===== config.mk =====
export PLATFORM = sky130hd
export DESIGN_NAME = secl_loader
export DESIGN_NICKNAME = d
export VERILOG_FILES = /design/src/core/secl_pkg.sv /design/src/core/secl_loader.sv /design/src/core/secl_sync.sv /design/src/core/secl_word_mem.sv
export VERILOG_INCLUDE_DIRS = /design/src /design/src/core
export SDC_FILE = /design/constraint.sdc
export NUM_CORES = 1
export LEC_CHECK = 0
export ABC_AREA = 1
export BUFFER_PORTS_ARGS = -buffer_cell sky130_fd_sc_hd__buf_2
export CAP_MARGIN = 15
export CORE_MARGIN = 8
export CORE_UTILIZATION = 32
export CTS_CLUSTER_SIZE = 14
export DETAILED_ROUTE_END_ITERATION = 12
export PLACE_DENSITY_LB_ADDON = 0.1
export SETUP_SLACK_MARGIN = 0.4
export SLEW_MARGIN = 10
export SYNTH_ARGS = -nofsm -noshare
export SYNTH_HDL_FRONTEND = slang
export SYNTH_SLANG_ARGS = --single-unit

===== constraint.sdc =====
create_clock -name pclk -period 3 [get_ports pclk]
set_input_delay 0 -clock pclk [delete_from_list [all_inputs] [get_ports pclk]]
set_output_delay 0 -clock pclk [all_outputs]
set_load 0.02 [all_outputs]

===== src/core/secl_cfg.svh =====
// Constants of the serial configuration loader
`ifndef SECL_CFG_SVH
`define SECL_CFG_SVH

// Timing
`define SECL_CLK_NS 40
`define SECL_SK_SLOW_NS 4000
`define SECL_SK_FAST_NS 800
`define SECL_SK_SLOW_HALF (`SECL_SK_SLOW_NS / (2 * `SECL_CLK_NS))
`define SECL_SK_FAST_HALF (`SECL_SK_FAST_NS / (2 * `SECL_CLK_NS))
`define SECL_HALF_W 7
`define SECL_STRAP_WAIT 3'h4

// Bus speed codes
`define SECL_SPEED_FAST 2'h0
`define SECL_SPEED_SLOW 2'h3

// Serial frame
`define SECL_WORDS 64
`define SECL_ADDR_W 6
`define SECL_DATA_W 16
`define SECL_CMD_W 9
`define SECL_READ_OP 3'h6
`define SECL_BIT_W 5

// Register offsets
`define SECL_APB_AW 12
`define SECL_OFF_CTRL 12'h000
`define SECL_OFF_STATUS 12'h004
`define SECL_OFF_WADDR 12'h008
`define SECL_OFF_WDATA 12'h00C

// Control fields
`define SECL_CTRL_SPEED_LSB 0
`define SECL_CTRL_RELOAD_BIT 2
`define SECL_CTRL_ABORT_BIT 3
`define SECL_CTRL_SPEED_RST 2'h3

// Status fields
`define SECL_STAT_BUSY_BIT 0
`define SECL_STAT_DONE_BIT 1
`define SECL_STAT_PRESENT_BIT 2
`define SECL_STAT_BIGEND_BIT 3
`define SECL_STAT_ABSENT_BIT 4
`define SECL_STAT_COUNT_LSB 8

`endif


===== src/core/secl_pkg.sv =====
// Types of the serial configuration loader
`default_nettype none
package secl_pkg;

  typedef enum logic [2:0] {
    secl_st_strap,
    secl_st_idle,
    secl_st_cmd,
    secl_st_data,
    secl_st_gap
  } secl_state_t;

  typedef logic [1:0] secl_speed_t;

endpackage

`default_nettype wire


===== src/core/secl_loader.sv =====
// Serial EEPROM configuration loader with APB registers
//
// Behaviour
// - Strap high means ROM present and used; low or open means absent.
// - Serial data output carries read command and word address to the ROM.
// - Serial clock cycle 4 us at slowest speed code, 800 ns at fastest.
// - Serial clock pin level is caught at reset as the endian selection.
// - With ROM present, configuration bits are taken from serial data input.
// - With ROM absent, serial data input is ignored completely.
//
// Chosen here: the register offsets and register access over APB.
`timescale 1ns/10ps
`default_nettype none
`include "secl_cfg.svh"

module secl_loader (
  input wire logic pclk,
  input wire logic presetn,
  input wire logic psel,
  input wire logic penable,
  input wire logic pwrite,
  input wire logic [`SECL_APB_AW-1:0] paddr,
  input wire logic [31:0] pwdata,
  output logic [31:0] prdata,
  output logic pready,
  output logic pslverr,
  input wire logic rom_present_strap,
  output logic rom_select_out,
  input wire logic rom_serial_clock_in,
  output logic rom_serial_clock_out,
  output logic rom_serial_clock_oe,
  output logic rom_serial_out,
  input wire logic rom_serial_in,
  output logic big_endian_mode,
  output logic load_done,
  output secl_pkg::secl_speed_t onchip_bus_speed_ctrl
);
  import secl_pkg::*;

  // Synchronised pins: {present strap, clock pin, serial data in}
  logic [2:0] pins_s;
  logic present_s, sk_pin_s, din_s;

  secl_sync #(
    .WIDTH(3)
  ) u_pin_sync (
    .clk(pclk),
    .rst_n(presetn),
    .d({rom_present_strap, rom_serial_clock_in, rom_serial_in}),
    .q(pins_s)
  );

  assign present_s = pins_s[2];
  assign sk_pin_s = pins_s[1];
  assign din_s = pins_s[0];

  secl_state_t state_r;
  logic [2:0] strap_cnt_r;
  logic [1:0] speed_r;
  logic [`SECL_HALF_W-1:0] half_cnt_r, half_lim;
  logic [`SECL_BIT_W-1:0] bit_cnt_r;
  logic [`SECL_CMD_W-1:0] cmd_sh_r;
  logic [`SECL_DATA_W-1:0] data_sh_r, data_word, mem_rdata;
  logic [`SECL_ADDR_W-1:0] word_idx_r, rd_idx_r;
  logic [`SECL_ADDR_W:0] loaded_cnt_r;
  logic [31:0] rd_mux;
  logic strap_end, present_r, bigend_r, load_req_r, start_load;
  logic speed_wr, reload_wr, abort_wr, half_tick, sk_r, bit_end;
  logic word_we, last_word, done_r, absent_r;
  logic apb_wr, apb_setup, addr_ok, active;

  // APB decode
  assign apb_wr = psel && penable && pwrite;
  assign apb_setup = psel && !penable;
  assign addr_ok = (paddr == `SECL_OFF_CTRL) || (paddr == `SECL_OFF_STATUS) ||
                   (paddr == `SECL_OFF_WADDR) || (paddr == `SECL_OFF_WDATA);
  assign pready = 1'b1;
  assign pslverr = psel && penable && !addr_ok;

  assign speed_wr = apb_wr && (paddr == `SECL_OFF_CTRL);
  assign reload_wr = speed_wr && pwdata[`SECL_CTRL_RELOAD_BIT];
  assign abort_wr = speed_wr && pwdata[`SECL_CTRL_ABORT_BIT];

  // Bus speed field, reset to slowest
  always_ff @(posedge pclk or negedge presetn) begin
    if (!presetn) begin
      speed_r <= `SECL_CTRL_SPEED_RST;
    end else if (speed_wr) begin
      speed_r <= pwdata[`SECL_CTRL_SPEED_LSB +: 2];
    end
  end
  assign onchip_bus_speed_ctrl = speed_r;

  // Word index for register readback
  always_ff @(posedge pclk or negedge presetn) begin
    if (!presetn) begin
      rd_idx_r <= '0;
    end else if (apb_wr && (paddr == `SECL_OFF_WADDR)) begin
      rd_idx_r <= pwdata[`SECL_ADDR_W-1:0];
    end
  end

  // Strap capture after reset release, once synchronisers have settled
  assign strap_end = (state_r == secl_st_strap) && (strap_cnt_r == `SECL_STRAP_WAIT);
  always_ff @(posedge pclk or negedge presetn) begin
    if (!presetn) begin
      strap_cnt_r <= '0;
    end else if (state_r == secl_st_strap) begin
      strap_cnt_r <= strap_cnt_r + 3'h1;
    end
  end

  always_ff @(posedge pclk or negedge presetn) begin
    if (!presetn) begin
      present_r <= 1'b0;
      bigend_r <= 1'b0;
    end else if (strap_end) begin
      present_r <= present_s;
      bigend_r <= sk_pin_s;
    end
  end
  assign big_endian_mode = bigend_r;

  // Load request: from strap capture or software; a new request beats the start
  assign start_load = (state_r == secl_st_idle) && load_req_r && present_r;
  always_ff @(posedge pclk or negedge presetn) begin
    if (!presetn) begin
      load_req_r <= 1'b0;
    end else if (strap_end || reload_wr) begin
      load_req_r <= 1'b1;
    end else if (start_load || ((state_r == secl_st_idle) && !present_r)) begin
      load_req_r <= 1'b0;
    end
  end

  // Half period of the serial clock from the speed field
  assign half_lim = (speed_r == `SECL_SPEED_FAST) ? `SECL_HALF_W'(`SECL_SK_FAST_HALF) :
                    `SECL_HALF_W'(`SECL_SK_SLOW_HALF);
  assign active = (state_r == secl_st_cmd) || (state_r == secl_st_data) ||
                  (state_r == secl_st_gap);
  assign half_tick = active && (half_cnt_r >= half_lim - `SECL_HALF_W'(1));
  assign bit_end = half_tick && sk_r;

  always_ff @(posedge pclk or negedge presetn) begin
    if (!presetn) begin
      half_cnt_r <= '0;
    end else if (!active || half_tick) begin
      half_cnt_r <= '0;
    end else begin
      half_cnt_r <= half_cnt_r + `SECL_HALF_W'(1);
    end
  end

  // Serial clock toggles each half period inside a word frame
  always_ff @(posedge pclk or negedge presetn) begin
    if (!presetn) begin
      sk_r <= 1'b0;
    end else if (state_r == secl_st_gap || !active) begin
      sk_r <= 1'b0;
    end else if (half_tick) begin
      sk_r <= !sk_r;
    end
  end

  // Pin stays an input until the strap is caught
  assign rom_serial_clock_out = sk_r;
  assign rom_serial_clock_oe = (state_r != secl_st_strap);

  // Sequencer
  assign last_word = (word_idx_r == `SECL_ADDR_W'(`SECL_WORDS - 1));

  always_ff @(posedge pclk or negedge presetn) begin
    if (!presetn) begin
      state_r <= secl_st_strap;
    end else begin
      unique case (state_r)
        secl_st_strap: begin
          if (strap_end) begin
            state_r <= secl_st_idle;
          end
        end
        secl_st_idle: begin
          if (start_load) begin
            state_r <= secl_st_cmd;
          end
        end
        secl_st_cmd: begin
          if (abort_wr) begin
            state_r <= secl_st_idle;
          end else if (bit_end && bit_cnt_r == `SECL_BIT_W'(`SECL_CMD_W - 1)) begin
            state_r <= secl_st_data;
          end
        end
        secl_st_data: begin
          if (abort_wr) begin
            state_r <= secl_st_idle;
          end else if (bit_end && bit_cnt_r == `SECL_BIT_W'(`SECL_DATA_W - 1)) begin
            state_r <= secl_st_gap;
          end
        end
        secl_st_gap: begin
          if (abort_wr || (half_tick && last_word)) begin
            state_r <= secl_st_idle;
          end else if (half_tick) begin
            state_r <= secl_st_cmd;
          end
        end
      endcase
    end
  end

  // Bit counter within command and data phases
  always_ff @(posedge pclk or negedge presetn) begin
    if (!presetn) begin
      bit_cnt_r <= '0;
    end else if (state_r == secl_st_gap || state_r == secl_st_idle) begin
      bit_cnt_r <= '0;
    end else if (bit_end && state_r == secl_st_cmd &&
                 bit_cnt_r == `SECL_BIT_W'(`SECL_CMD_W - 1)) begin
      bit_cnt_r <= '0;
    end else if (bit_end) begin
      bit_cnt_r <= bit_cnt_r + `SECL_BIT_W'(1);
    end
  end

  // Word index walks the whole ROM
  always_ff @(posedge pclk or negedge presetn) begin
    if (!presetn) begin
      word_idx_r <= '0;
    end else if (start_load) begin
      word_idx_r <= '0;
    end else if (state_r == secl_st_gap && half_tick && !last_word) begin
      word_idx_r <= word_idx_r + `SECL_ADDR_W'(1);
    end
  end

  // Command shifter: start bit, read opcode, word address, MSB first
  always_ff @(posedge pclk or negedge presetn) begin
    if (!presetn) begin
      cmd_sh_r <= '0;
    end else if (start_load) begin
      cmd_sh_r <= {`SECL_READ_OP, `SECL_ADDR_W'(0)};
    end else if (state_r == secl_st_gap && half_tick) begin
      cmd_sh_r <= {`SECL_READ_OP, word_idx_r + `SECL_ADDR_W'(1)};
    end else if (state_r == secl_st_cmd && bit_end) begin
      cmd_sh_r <= {cmd_sh_r[`SECL_CMD_W-2:0], 1'b0};
    end
  end

  // Data changes while the clock is low, so the ROM sees it stable at the rise
  assign rom_serial_out = (state_r == secl_st_cmd) && cmd_sh_r[`SECL_CMD_W-1];

  // Data shifter: sampled at the end of the high half, after the ROM updated it
  assign data_word = {data_sh_r[`SECL_DATA_W-2:0], din_s && present_r};
  always_ff @(posedge pclk or negedge presetn) begin
    if (!presetn) begin
      data_sh_r <= '0;
    end else if (state_r == secl_st_data && bit_end && present_r) begin
      data_sh_r <= data_word;
    end
  end
  assign word_we = (state_r == secl_st_data) && bit_end && present_r &&
                   (bit_cnt_r == `SECL_BIT_W'(`SECL_DATA_W - 1)) && !abort_wr;

  secl_word_mem u_word_mem (
    .clk(pclk),
    .rst_n(presetn),
    .we(word_we),
    .waddr(word_idx_r),
    .wdata(data_word),
    .raddr(rd_idx_r),
    .rdata(mem_rdata)
  );

  // Chip select only inside a word frame
  assign rom_select_out = present_r &&
                          ((state_r == secl_st_cmd) || (state_r == secl_st_data));

  // Load progress and completion
  always_ff @(posedge pclk or negedge presetn) begin
    if (!presetn) begin
      loaded_cnt_r <= '0;
    end else if (start_load) begin
      loaded_cnt_r <= '0;
    end else if (word_we) begin
      loaded_cnt_r <= loaded_cnt_r + (`SECL_ADDR_W + 1)'(1);
    end
  end

  always_ff @(posedge pclk or negedge presetn) begin
    if (!presetn) begin
      done_r <= 1'b0;
    end else if (state_r == secl_st_gap && half_tick && last_word && !abort_wr) begin
      done_r <= 1'b1;
    end else if (start_load) begin
      done_r <= 1'b0;
    end
  end
  assign load_done = done_r;

  // Request made while no ROM is fitted
  always_ff @(posedge pclk or negedge presetn) begin
    if (!presetn) begin
      absent_r <= 1'b0;
    end else if ((state_r == secl_st_idle) && load_req_r && !present_r) begin
      absent_r <= 1'b1;
    end else if (start_load) begin
      absent_r <= 1'b0;
    end
  end

  // Read data latched in the setup phase
  always_comb begin
    rd_mux = 32'h0000_0000;
    unique case (paddr)
      `SECL_OFF_CTRL: rd_mux[`SECL_CTRL_SPEED_LSB +: 2] = speed_r;
      `SECL_OFF_STATUS: begin
        rd_mux[`SECL_STAT_BUSY_BIT] = active;
        rd_mux[`SECL_STAT_DONE_BIT] = done_r;
        rd_mux[`SECL_STAT_PRESENT_BIT] = present_r;
        rd_mux[`SECL_STAT_BIGEND_BIT] = bigend_r;
        rd_mux[`SECL_STAT_ABSENT_BIT] = absent_r;
        rd_mux[`SECL_STAT_COUNT_LSB +: `SECL_ADDR_W + 1] = loaded_cnt_r;
      end
      `SECL_OFF_WADDR: rd_mux[`SECL_ADDR_W-1:0] = rd_idx_r;
      `SECL_OFF_WDATA: rd_mux[`SECL_DATA_W-1:0] = mem_rdata;
      default: rd_mux = 32'h0000_0000;
    endcase
  end
  always_ff @(posedge pclk or negedge presetn) begin
    if (!presetn) begin
      prdata <= 32'h0000_0000;
    end else if (apb_setup && !pwrite) begin
      prdata <= rd_mux;
    end
  end

endmodule

`default_nettype wire


===== src/core/secl_sync.sv =====
// Two-flop synchroniser for pin inputs
`timescale 1ns/10ps
`default_nettype none

module secl_sync #(
  parameter int WIDTH = 1
) (
  input wire logic clk,
  input wire logic rst_n,
  input wire logic [WIDTH-1:0] d,
  output logic [WIDTH-1:0] q
);

  logic [WIDTH-1:0] meta_r;

  always_ff @(posedge clk or negedge rst_n) begin
    if (!rst_n) begin
      meta_r <= '0;
      q <= '0;
    end else begin
      meta_r <= d;
      q <= meta_r;
    end
  end

endmodule

`default_nettype wire


===== src/core/secl_word_mem.sv =====
// Store of loaded configuration words
`timescale 1ns/10ps
`default_nettype none
`include "secl_cfg.svh"

module secl_word_mem (
  input wire logic clk,
  input wire logic rst_n,
  input wire logic we,
  input wire logic [`SECL_ADDR_W-1:0] waddr,
  input wire logic [`SECL_DATA_W-1:0] wdata,
  input wire logic [`SECL_ADDR_W-1:0] raddr,
  output logic [`SECL_DATA_W-1:0] rdata
);

  logic [`SECL_DATA_W-1:0] mem [`SECL_WORDS];

  always_ff @(posedge clk) begin
    if (we) begin
      mem[waddr] <= wdata;
    end
  end

  always_ff @(posedge clk or negedge rst_n) begin
    if (!rst_n) begin
      rdata <= '0;
    end else begin
      rdata <= mem[raddr];
    end
  end

endmodule

`default_nettype wire


==> out/qor.txt <==
First-pass GRT wire length - 211900 um
Final hold vios - 0
Sequential fraction of design power - 0.511
Hold Path Stages - 9
GR Overflow Total - 0
Max Freq - 0.3785 GHz
Worst R2R Path Depth - 13
CTS sink cnt - 1131
Clock transition at the registers of the reported paths - 0.06 ns
Number of distinct library cells after synthesis - 46
Die Y - 395.2 um
DRT Pass-1 Iters - 5
Worst setup EP type - flip-flop
GR Util All Layers - 0.1826
Sw frac - 0.2200
Max stage delay on crit path - 0.55 ns
Core Box Area - 143100 um2
DP HPWL - 86300 um
Share of cells above drive strength 1 - 0.1437
Int Pwr - 0.02642 W
Fin crit share - 0.8806
Initial antenna violation count - 1
Netlist Area Pre-Place - 46010 um2
Gpl congestion - 0.8083
Multi-input gate area - 11350 um2
Worst path depth - 13
Net load switching power - 0.007455 W
Vias - 30.32k
Critical Path Source - onchip_bus_speed_ctrl[1]
Crit-path max FO - 8
Routed WL per cell - 24.45 um
Worst path bufs/invs - 4
Drt drc - 0
Slew @ Worst Pin - 0.9422 ns
Clk root buf - clkbuf_16
Startpoint Class - flip-flop
Pwr dens - 606.9 nW/um2
Critical Path Most Common Cell - nor2_4
Maxcap violations - 0
Ys Warns - 0
Static Leakage - 22.29 nW
Vias in the first global route - 30.18k
Area grow syn2layout - 21.31%
Clock share of power - 0.455
CTS tree - yes
CP Capture Point - u_word_mem.mem[16][2]
Die X-Extent - 395.2 um
Port bufs - 50
Clock Path Buffers - 3
CP top delay family - simple AND/OR/NAND/NOR gates
Final setup TNS - 0 ns
RR Endpoint - u_word_mem.mem[16][2]
Flops & latches, synth - 1131
Commonest non-fill, non-tap cell in the layout - edfxtp_1
Syn Area/Cell - 12.04 um2
Drt total wl - 148000 um
CTS H-tree depth - 4
Clock skew - 0.03110 ns
Hold/Removal Path Class - in2reg
Iter 0 DRT Violations - 2294
Tmin final - 2.642 ns
Antenna Nets Post-Route - 0
Design Power - 0.03388 W
Die footprint - 156200 um2
Worst Path Required - 3.44 ns
Vias per inst - 5.008
RSZ-0062 raised after global routing - true
Pins Over Slew Limit - 0
Seq. cell area - 33460 um2
Status - finished, final reports clean
Most frequent cells in the layout - edfxtp_1 (1024), nand2_1 (709), nor2_1 (554)
Part of the Yosys area used for sequential elements - 0.7265
Num rows - 139
Power share of the combinational group - 0.034
# fillers - 13.79k
Layout Nets - 4109
Clock latency on the worst-skew pair - 0.76 ns
Worst VDD drop - 0.4787 mV
Slowest stage cell, crit path - dfstp_2
# IOs - 94
Initial core utilization - 0.3215
Cells after synthesis - 3821
Crit Path Class - reg2reg
Clock buffer count from CTS - 131
Relative slew margins - 0.3701
Critical path arrival - 3.09 ns
# setup viols final - 0
R2R Setup Slk - 0.36 ns
Largest net degree at the start of global routing - 125
R2r startpoint - onchip_bus_speed_ctrl[1]
Worst-path cell chain - nor2_4, ha_1, o21a_1, nand2_2, nand2_4, nand4_4, nor2_8, buf_12, nand3_4, buf_6, buf_4, nor2_4, clkbuf_16
-- worst min path at each step --
stage	endpoint	from
5_1_grt	prdata[8]	paddr[1]
3_3_place_gp	u_pin_sync.meta_r[1]	rom_serial_clock_in
2_1_floorplan	absent_r	presetn
3_5_place_dp	u_pin_sync.meta_r[1]	rom_serial_clock_in
4_1_cts	prdata[8]	paddr[1]
6_report	prdata[8]	paddr[1]
-- cell families (layout without fill, tap and decap cells) --
group                    after synthesis  after routing  share of synthesized area
multiplexers                           4              4                  0.0009788
other                                  2             19                  0.0001632
buffers and inverters                318            630                    0.03581
adder cells (fa/ha/maj)               11             11                   0.002991
AO/OA/AOI/OAI                        824            824                    0.09770
flip-flops                          1131           1131                     0.7265
XOR/XNOR                               8              8                   0.001523
AND/OR/NAND/NOR                     1523           1523                     0.1343
-- state kept, by name (all words and copies together), names as in the netlist, 3 cells and up --
signal,flops
u_word_mem.mem,1024
prdata,16
u_word_mem.rdata,16
data_sh_r,15
cmd_sh_r,9
half_cnt_r,7
loaded_cnt_r,7
rd_idx_r,6
word_idx_r,6
bit_cnt_r,5
state_r,3
strap_cnt_r,3
u_pin_sync.meta_r,3
u_pin_sync.q,3
-- layer usage --
metal	part of all wire	up-vias	track usage
met5	0	-	0
met4	0.028	0	0.05382
met3	0.048	192	0.02684
met2	0.48	751	0.3022
met1	0.44	15230	0.2493
li1	-	14140	-
-- cell usage after synthesis, drive strengths merged --
cell type | n | area share
xor2 | 7 | 0.0013
edfxtp | 1024 | 0.67
o21a | 2 | 0.00033
o21ai | 542 | 0.059
a32o | 3 | 0.00065
dfrtp | 105 | 0.057
mux2 | 4 | 0.00098
nor2 | 627 | 0.052
dfstp | 2 | 0.0011
o211ai | 4 | 0.00065
buf | 142 | 0.021
nand2 | 718 | 0.059
ha | 11 | 0.0030
nor3b | 2 | 0.00033
xnor2 | 1 | 0.00019
and3 | 1 | 0.00014
clkinv | 1 | 0.000081
clkbuf | 107 | 0.0088
nand4 | 11 | 0.0021
a21oi | 9 | 0.00098
or2 | 2 | 0.00027
nand3 | 155 | 0.019
o22ai | 260 | 0.035
conb | 2 | 0.00016
o311a | 1 | 0.00022
o221ai | 3 | 0.00057
nor3 | 7 | 0.00098
inv | 68 | 0.0057
-- through the flow --
stage	setup slack (ns)	instance area [um2]	util	hold slack (ns)	cells
after CTS	0.3235	54910	0.3836	0.03078	6017
after detailed placement	0.07466	49930	0.3488	0.1100	5717
after floorplan	0.3199	46230	-	-0.2956	3836
after global placement	0.04266	49930	0.3488	0.1097	5717
after global routing	0.2547	55810	0.3899	0.1088	6051
final	0.3581	55820	0.3900	0.06097	6053
-- area by class of cell --
cell class	count	share of cell area
Sequential cell	1131	0.5995
Multi-Input combinational cell	2387	0.2033
Timing Repair Buffer	325	0.07500
Clock buffer	169	0.06411
Tap cell	1903	0.04266
Clock inverter	66	0.009571
Inverter	69	0.005626
Timing Repair inverter	1	0.0002017
Antenna cell	2	0.00008966
-- power by group through the flow --
stage	clock network, W	logic (W)	registers [W]
3_3_place_gp	0	0.00111	0.0176
4_1_cts	0.0158	0.00116	0.0173
3_5_place_dp	0	0.00112	0.0176
6_report	0.0154	0.00115	0.0173
2_1_floorplan	0	0.000728	0.0176
5_1_grt	0.0164	0.00130	0.0173
-- worst register-to-register path, stage by stage (launching register included) --
cell	delay [ns]
dfstp_2	0.55
nor2_4	0.06
ha_1	0.27
o21a_1	0.13
nand2_2	0.07
nand2_4	0.07
nand4_4	0.12
nor2_8	0.19
buf_12	0.14
nand3_4	0.09
buf_6	0.16
buf_4	0.14
nor2_4	0.17
clkbuf_16	0.20
-- repair_timing --
item / 4_1_cts / 5_1_grt
pin swaps: 11 / 10
endpoints found under the hold margin: 121 / 0
setup endpoints to repair: 965 / 1056
hold buffers: 41 / 0
buffers inserted: 19 / 8
gates cloned: 5 / 26
gates resized for setup: 33 / 88
No activity file was read; power rests on OpenSTA's default activity.
